<file path="config.mk">
export PLATFORM = sky130hd
export DESIGN_NAME = cpu_model_config_regs
export DESIGN_NICKNAME = d
export VERILOG_FILES = /design/src/hw/cfg_regs_pkg.sv /design/src/hw/cpu_model_config_regs.sv /design/src/hw/set_once_bit.sv
export SDC_FILE = /design/constraint.sdc
export NUM_CORES = 1
export LEC_CHECK = 0
export ABC_CLOCK_PERIOD_IN_PS = 2170
export BUFFER_PORTS_ARGS = -buffer_cell sky130_fd_sc_hd__buf_2
export CAP_MARGIN = 20
export CELL_PAD_IN_SITES_DETAIL_PLACEMENT = 2
export CELL_PAD_IN_SITES_GLOBAL_PLACEMENT = 2
export CORE_MARGIN = 1.5
export CORE_UTILIZATION = 23
export DETAILED_ROUTE_END_ITERATION = 12
export PLACE_DENSITY_LB_ADDON = 0.05
export SKIP_CTS_REPAIR_TIMING = 1
export SLEW_MARGIN = 40
export SYNTH_ARGS = -nofsm -noshare
export SYNTH_HDL_FRONTEND = slang
export SYNTH_SLANG_ARGS = --single-unit
</file>
<file path="constraint.sdc">
create_clock -name clk -period 2.17 [get_ports clk]
set_input_delay 0.1085 -clock clk [delete_from_list [all_inputs] [get_ports clk]]
set_output_delay 0.1085 -clock clk [all_outputs]
set_load 0.02 [all_outputs]
</file>
<file path="src/hw/cfg_regs_pkg.sv">
// package for the model-specific configuration register group
// assumes one clock, synchronous active-high reset, same-domain requests
package cfg_regs_pkg;
	localparam int ADDR_W = 12;
	localparam int DATA_W = 64;

	// register addresses
	localparam logic [ADDR_W-1:0] ADDR_FREQ_CFG   = 12'h02C;
	localparam logic [ADDR_W-1:0] ADDR_UPD_TRIG   = 12'h079;
	localparam logic [ADDR_W-1:0] ADDR_UPD_SIG    = 12'h08B;
	localparam logic [ADDR_W-1:0] ADDR_RANGE_CAP  = 12'h0FE;
	localparam logic [ADDR_W-1:0] ADDR_MISC_CTL   = 12'h119;

	// field positions
	localparam int BUS_SPEED_LO = 21;
	localparam int BUS_SPEED_HI = 23;
	localparam int SIG_LO       = 32;
	localparam int SIG_HI       = 63;
	localparam int SN_DIS_BIT   = 21;

	// reset values and encodings
	localparam logic [2:0]  BUS_SPEED_100MHZ = 3'h0;
	localparam logic [31:0] SIG_NONE         = 32'h0;
	localparam logic [DATA_W-1:0] ZERO64     = 64'h0;
	localparam logic [31:0] IDENT_LEAF_ONE   = 32'h1;

	typedef struct packed {
		logic              valid;
		logic              write;
		logic [ADDR_W-1:0] addr;
		logic [DATA_W-1:0] wdata;
	} reg_req_t;

	typedef struct packed {
		logic              valid;
		logic [DATA_W-1:0] rdata;
	} reg_rsp_t;

	typedef struct packed {
		logic        valid;
		logic [31:0] accumulator;
	} ident_req_t;
endpackage : cfg_regs_pkg

</file>
<file path="src/hw/cpu_model_config_regs.sv">
// model-specific configuration registers reached by register read/write instructions
// assumes requests come from logic on clk; one request per cycle
`timescale 1ns/1ns
module cpu_model_config_regs #(
	parameter logic [63:0] RANGE_CAP_VALUE = 64'h0 // capability word, plain default
) (
	input  wire logic                    clk,
	input  wire logic                    reset,
	input  wire cfg_regs_pkg::reg_req_t  req,
	input  wire cfg_regs_pkg::ident_req_t ident,
	input  wire logic                    update_loaded,
	input  wire logic [31:0]             update_signature_in,
	output cfg_regs_pkg::reg_rsp_t       rsp,
	output logic                         update_load_start,
	output logic [2:0]                   bus_speed,
	output logic                         serial_number_disable
);
	import cfg_regs_pkg::*;

	//------------------------------------------------------------
	// register state
	//------------------------------------------------------------
	logic [2:0]        bus_speed_reg;
	logic [2:0]        bus_speed_next;
	logic [31:0]       sig_reg;
	logic [31:0]       sig_next;
	logic              trig_reg;
	logic              trig_next;
	reg_rsp_t          rsp_reg;
	reg_rsp_t          rsp_next;
	logic              sn_dis;
	logic              sn_set_req;
	logic              wr;
	logic              rd;

	assign wr = req.valid & req.write;
	assign rd = req.valid & ~req.write;

	// only writing a one reaches the bit; a zero write is dropped
	assign sn_set_req = wr && (req.addr == ADDR_MISC_CTL) && req.wdata[SN_DIS_BIT];

	set_once_bit u_sn_dis (
		.clk     (clk),
		.reset   (reset),
		.set_req (sn_set_req),
		.q       (sn_dis)
	);

	//------------------------------------------------------------
	// next-state logic
	//------------------------------------------------------------
	always_comb begin
		bus_speed_next = bus_speed_reg;
		sig_next       = sig_reg;
		trig_next      = 1'b0;
		rsp_next       = '0;
		if (wr) begin
			case (req.addr)
				ADDR_FREQ_CFG: begin
					bus_speed_next = req.wdata[BUS_SPEED_HI:BUS_SPEED_LO];
				end
				ADDR_UPD_TRIG: begin
					trig_next = 1'b1;
				end
				ADDR_UPD_SIG: begin
					sig_next = req.wdata[SIG_HI:SIG_LO];
				end
				default: begin
				end
			endcase
		end
		// identification refresh lands after any write in the same cycle
		if (ident.valid && ident.accumulator == IDENT_LEAF_ONE) begin
			sig_next = update_loaded ? update_signature_in : SIG_NONE;
		end
		if (rd) begin
			rsp_next.valid = 1'b1;
			case (req.addr)
				ADDR_FREQ_CFG: begin
					rsp_next.rdata[BUS_SPEED_HI:BUS_SPEED_LO] = bus_speed_reg;
				end
				ADDR_UPD_SIG: begin
					rsp_next.rdata[SIG_HI:SIG_LO] = sig_reg;
				end
				ADDR_RANGE_CAP: begin
					rsp_next.rdata = RANGE_CAP_VALUE;
				end
				ADDR_MISC_CTL: begin
					rsp_next.rdata[SN_DIS_BIT] = sn_dis;
				end
				default: begin
					rsp_next.rdata = ZERO64; // trigger and unmapped read zero
				end
			endcase
		end
	end

	always_ff @(posedge clk) begin
		if (reset) begin
			bus_speed_reg <= BUS_SPEED_100MHZ;
			sig_reg       <= SIG_NONE;
			trig_reg      <= 1'b0;
			rsp_reg       <= '0;
		end else begin
			bus_speed_reg <= bus_speed_next;
			sig_reg       <= sig_next;
			trig_reg      <= trig_next;
			rsp_reg       <= rsp_next;
		end
	end

	assign rsp                   = rsp_reg;
	assign update_load_start     = trig_reg;
	assign bus_speed             = bus_speed_reg;
	assign serial_number_disable = sn_dis;
endmodule : cpu_model_config_regs

</file>
<file path="src/hw/set_once_bit.sv">
// a single bit that software may set but never clear
// assumes reset is synchronous and the only way back to zero
`timescale 1ns/1ns
module set_once_bit (
	input  wire logic clk,
	input  wire logic reset,
	input  wire logic set_req,
	output logic      q
);
	logic q_reg;
	logic q_next;

	always_comb begin
		q_next = q_reg | set_req;
	end

	always_ff @(posedge clk) begin
		if (reset) begin
			q_reg <= 1'b0;
		end else begin
			q_reg <= q_next;
		end
	end

	assign q = q_reg;
endmodule : set_once_bit

</file>
=== Yosys cells after proc, flatten, opt, wreduce, memory -nomap -nowiden ===
Cells that the tools add are included.

* Output and inout port bits: 70
* Word-level logic and storage cells: 42
* Register bits: 102
* Bits of input ports: 146

* Bitwise operators: 8
* Equal/unequal tests: 5
* Muxes and demuxes: 9
* Reduce and logical (&&, ||, !) cells: 11

{| class="wikitable"
|+ Operator list
! operator !! count
|-
| two-way mux 32 bit || 5
|-
| two-way mux 65 bit || 1
|-
| equality test 32 x 1 -> 1 bit, second input constant || 1
|-
| equality test 12 x 6 -> 1 bit, second input constant || 1
|-
| equality test 12 x 7 -> 1 bit, second input constant || 1
|-
| equality test 12 x 8 -> 1 bit, second input constant || 1
|-
| equality test 12 x 9 -> 1 bit, second input constant || 1
|-
| OR reduction 3 bit || 2
|-
| inverter 1 bit || 5
|-
| AND reduction 2 bit || 2
|-
| nonzero test 2 bit || 2
|-
| OR reduction 2 bit || 2
|-
| logical AND 1 bit || 3
|-
| bitwise AND 1 bit || 2
|-
| two-way mux 2 bit || 1
|-
| case mux 1 bit (2 select lines) || 1
|-
| two-way mux 1 bit || 1
|-
| OR 1 bit || 1
|}

=== Logic depth before layout (Yosys ltp) ===
* Depth in word-level cells: 4
* Depth in mapped cells: 7
* Depth with buffers taken out: 5

=== Cells and area by module ===
A second synthesis with hierarchy kept.

* Cells, all modules: 331
* Area, all modules: 3223.1 um^2

{| class="wikitable"
|+ Modules (own cells, without submodules)
! module !! area each (um^2) !! cells each !! instances
|-
| cpu_model_config_regs || 3193.1 || 329 || 1
|-
| set_once_bit || 30.0 || 2 || 1
|}

=== Worst setup path before layout ===
Ideal clock, no wire load.

* Kind: input port to flip-flop
* From: input req[73] in the netlist's numbering
* To: register sig_reg[11]
* Required time: 2035 ps
* Data arrival time: 1504 ps
* Path slack: 531 ps
* Cell stages on the path: 6
* Cells stage by stage: or3_4 > nor4_4 > buf_6 > mux2_2 > nand2_2 > a21oi_2

* Longest elaborated chain between the ends: 3

{| class="wikitable"
|+ RTL lines
! element !! line !! RTL
|-
| start: declaration || cpu_model_config_regs.sv:9 || <nowiki>input wire cfg_regs_pkg::reg_req_t req,</nowiki>
|-
| equality test 12 x 8 -> 1 bit || cpu_model_config_regs.sv:58 || <nowiki>case (req.addr)</nowiki>
|-
| nonzero test 2 bit (no source line) || -- ||
|-
| AND reduction 2 bit (no source line) || -- ||
|-
| end signal: assignment || cpu_model_config_regs.sv:106 || <nowiki>sig_reg <= sig_next;</nowiki>
|-
| end: declaration || cpu_model_config_regs.sv:25 || <nowiki>logic [31:0] sig_reg;</nowiki>
|}

Every way passes these cells.
A chain may end at the register's enable or synchronous reset.

=== Final worst setup path ===
* From: input ident[11] in the netlist's numbering
* To: register sig_reg[26]

* Longest elaborated chain between the ends: 4
* Elaborated cells on any way between the ends: 6

{| class="wikitable"
|+ RTL lines
! element !! line !! RTL
|-
| start: declaration || cpu_model_config_regs.sv:10 || <nowiki>input wire cfg_regs_pkg::ident_req_t ident,</nowiki>
|-
| equality test 32 x 1 -> 1 bit * || cpu_model_config_regs.sv:73 || <nowiki>if (ident.valid && ident.accumulator == IDENT_LEAF_ONE) begin</nowiki>
|-
| logical AND 1 bit * || cpu_model_config_regs.sv:73 ||
|-
| nonzero test 2 bit (no source line) || -- ||
|-
| AND reduction 2 bit (no source line) || -- ||
|}

Every way passes the cells marked *; elsewhere a longest branch is shown, timed or not.

==> impl_metrics.csv <==
group,metric,value,unit
synthesis,synth_largest_type_area_fraction,44.5,%
timing,unrepaired_setup_endpoints_after_global_routing,"false",
synthesis,synth-warning-count,0,
grt,grt_max_degree,38,
clock_tree,clock_insertion_delay_worst_skew,0.33,ns
worst_setup_path,regToRegSetupSlack,1.29,ns
timing,tightest_slew,0.714,ns
die,fp-row-count,43,
hold_path,worst_hold_path_type,"in -> reg",
synthesis,syn_avg_cell_area,9.91,sq um
synthesis,synth_top_cells_by_area,"sky130_fd_sc_hd__dfxtp_1, sky130_fd_sc_hd__mux2_1, sky130_fd_sc_hd__buf_4",
synthesis,ys_async_sr_fraction,0,%
detailed_routing,drc,0,
clock_tree,tritoncts,"built",
synthesis,post_synth_edffs,0,
timing,final_critical_path_time_including_i_o_delays_and_setup,1.54,ns
die,pin_count,216,
synthesis,number_of_instances_in_the_synthesized_netlist,331,
worst_setup_path,worst_setup_path_start_kind,"input pin",
flow_run,cap_viol_max_count,0,
placed_design,place_congestion,0.677,
clock_tree,clockBufferDepth,2,
timing,final.setup.tns,0,ns
worst_setup_path,worstPathArrival,1.73,ns
timing,timing.slew.headroom,52.4,%
detailed_routing,detail_routed_via_count_per_cell,4.29,
clock_tree,ctsRootBufferMaster,"sky130_fd_sc_hd__clkbuf_16",
clock_tree,clock_buffer_count_from_cts,9,
pwr,power.ir.vdd_worst,0.337,mV
detailed_routing,route.vias.total,2856,
pwr,cellPowerDensity,690,nW/um^2
clock_tree,clkSinkCount,73,
grt,grt_pass1_vias,3036,
layout,flip_flop_count_of_the_largest_register_all_copies_and_words_added,36,
timing,fin_skew,0.00327,ns
layout,diodes,0,
clock_tree,number_of_h_tree_branching_levels,3,
die,coreArea,13900,sq um
placed_design,post-dp-hpwl,7.19,mm
grt,overflow,0,
detailed_routing,drt_first_iter_violations,68,
layout,drive_gt1_share,43.6,%
synthesis,ys_seq_elements,73,
timing,finalHoldViolations,0,
detailed_routing,drt_pass1_iterations,3,
grt,grt_pass1_wl,15.5,mm
timing,setup_violations,0,
timing,final_max_slew_viol_count,0,
pwr,p_leak,0.00204,uW
timing,layout_setup_ws,0.626,ns
layout,area.growth.synth_to_final,34.5,%
layout,final_net_count,628,
run_status,result_of_the_run,"completed",
timing,period_share,71.1,%
placed_design,port-buffer-count,157,
detailed_routing,finalWirelength,10.1,mm
worst_setup_path,timing_worst_setup_path_type,"in -> reg",
synthesis,synth.top_cells.by_count,"sky130_fd_sc_hd__dfxtp_1, sky130_fd_sc_hd__and2_1, sky130_fd_sc_hd__nand3_1, sky130_fd_sc_hd__buf_4, sky130_fd_sc_hd__nand2_1",
synthesis,synth_flop_cell,"sky130_fd_sc_hd__dfxtp_1",
grt,grt_util_all_layers,13.8,%
placed_design,place_worst_setup_slack,0.242,ns
die,initial_core_util,23.6,%
worst_setup_path,cp_data_required_time,2.36,ns
worst_setup_path,setup.worst_path.end_class,"register",
die,floorplan.die_area,15000,sq um
worst_setup_path,critPathMaxFanout,32,
synthesis,most_repeated_cell_in_the_gate_level_netlist_after_synthesis,"sky130_fd_sc_hd__dfxtp_1",
synthesis,synth-seq-area-share,44.5,%
synthesis,synth_top_cell_by_area,"sky130_fd_sc_hd__dfxtp_1",
clock_tree,clk_transition_reported_paths,0.06,ns
synthesis,mappedNetlistArea,3280,sq um
timing,fmaxAchievable,648,MHz
synthesis,netlist-cell-type-count,40,
pwr,report.power.total,3040,uW
detailed_routing,detail-route-antenna-nets,0,
timing,worst_hold_slack,0.0415,ns
grt,grt_antenna_before_repair,1,
die,width_of_the_die,122,um
detailed_routing,avgRoutedWirePerCell,15.2,um
die,die_height,122,um
[worst max-delay path, stage by stage]
cell,delay [ns]
sky130_fd_sc_hd__buf_2,0.10
sky130_fd_sc_hd__nor4_2,0.30
sky130_fd_sc_hd__nand4_2,0.19
sky130_fd_sc_hd__or4_4,0.80
sky130_fd_sc_hd__nand2_1,0.14
sky130_fd_sc_hd__a21oi_1,0.07
[metrics by stage]
stage / cell area (sq um) / util, % / std cells
global placement: 4120 / 29.6 / 651
global route: 4410 / 31.8 / 666
finish: 4410 / 31.8 / 666
detailed placement: 4120 / 29.6 / 651
floorplan: 3390 / - / 359
CTS: 4410 / 31.8 / 666
[power by group]
group	internal, uW	switching [uW]
logic	87.8	123
registers	1340	0.208
clock network	943	548
total	2370	671
[placed cells by master, fill, tap and decap left out, types with 3 or more instances in the layout]
master	count
sky130_fd_sc_hd__and2_1	34
sky130_fd_sc_hd__buf_2	157
sky130_fd_sc_hd__clkbuf_16	9
sky130_fd_sc_hd__nor2_1	8
sky130_fd_sc_hd__a21oi_1	23
sky130_fd_sc_hd__mux2_1	26
sky130_fd_sc_hd__conb_1	29
sky130_fd_sc_hd__mux2_2	6
sky130_fd_sc_hd__buf_12	3
sky130_fd_sc_hd__nand2_2	10
sky130_fd_sc_hd__mux2i_1	3
sky130_fd_sc_hd__nand2_1	27
sky130_fd_sc_hd__nand3_1	32
sky130_fd_sc_hd__a21oi_2	9
sky130_fd_sc_hd__nor4_1	3
sky130_fd_sc_hd__dfxtp_1	73
[final timing paths]
kind / end / from / cells after the start
max: sig_reg[26] / ident[11] / 6
min: bus_speed[2] / req[23] / 3
max reg2reg: sig_reg[6] / sig_reg[6] / 3
min reg2reg: rsp[37] / sig_reg[5] / 1
[logic make-up (layout without fill, tap and decap cells)]
| logic type | count (synthesis) | count (layout) | share of synthesized area (%) |
|---|---|---|---|
| and+or+nand+nor | 138 | 138 | 26.3 |
| DFF | 73 | 73 | 44.5 |
| buffers and inverters | 50 | 177 | 10.8 |
| muxes | 35 | 35 | 11.9 |
| AOI/OAI and AO/OA | 34 | 34 | 6.41 |
| other | 1 | 29 | 0.114 |
[layer usage]
| metal | GRT usage [%] | vias to the layer above | routed length (um) |
|---|---|---|---|
| met5 | 0 | - | 0 |
| met4 | 4.58 | 0 | 137 |
| met3 | 4.74 | 11 | 839 |
| met2 | 24.9 | 118 | 5220 |
| met1 | 15.0 | 1357 | 3940 |
| li1 | - | 1370 | - |
[layout make-up]
| type | instances | area (sq um) |
|---|---|---|
| clock buffers | 12 | 256 |
| clock inverters | 3 | 40.0 |
| fillers | 1609 | 9470 |
| inverters | 1 | 3.75 |
| multi-input cells | 236 | 1570 |
| flip-flops and latches | 73 | 1460 |
| well taps | 180 | 225 |
| repair buffers | 161 | 853 |
(Power assumes the default switching activity.)
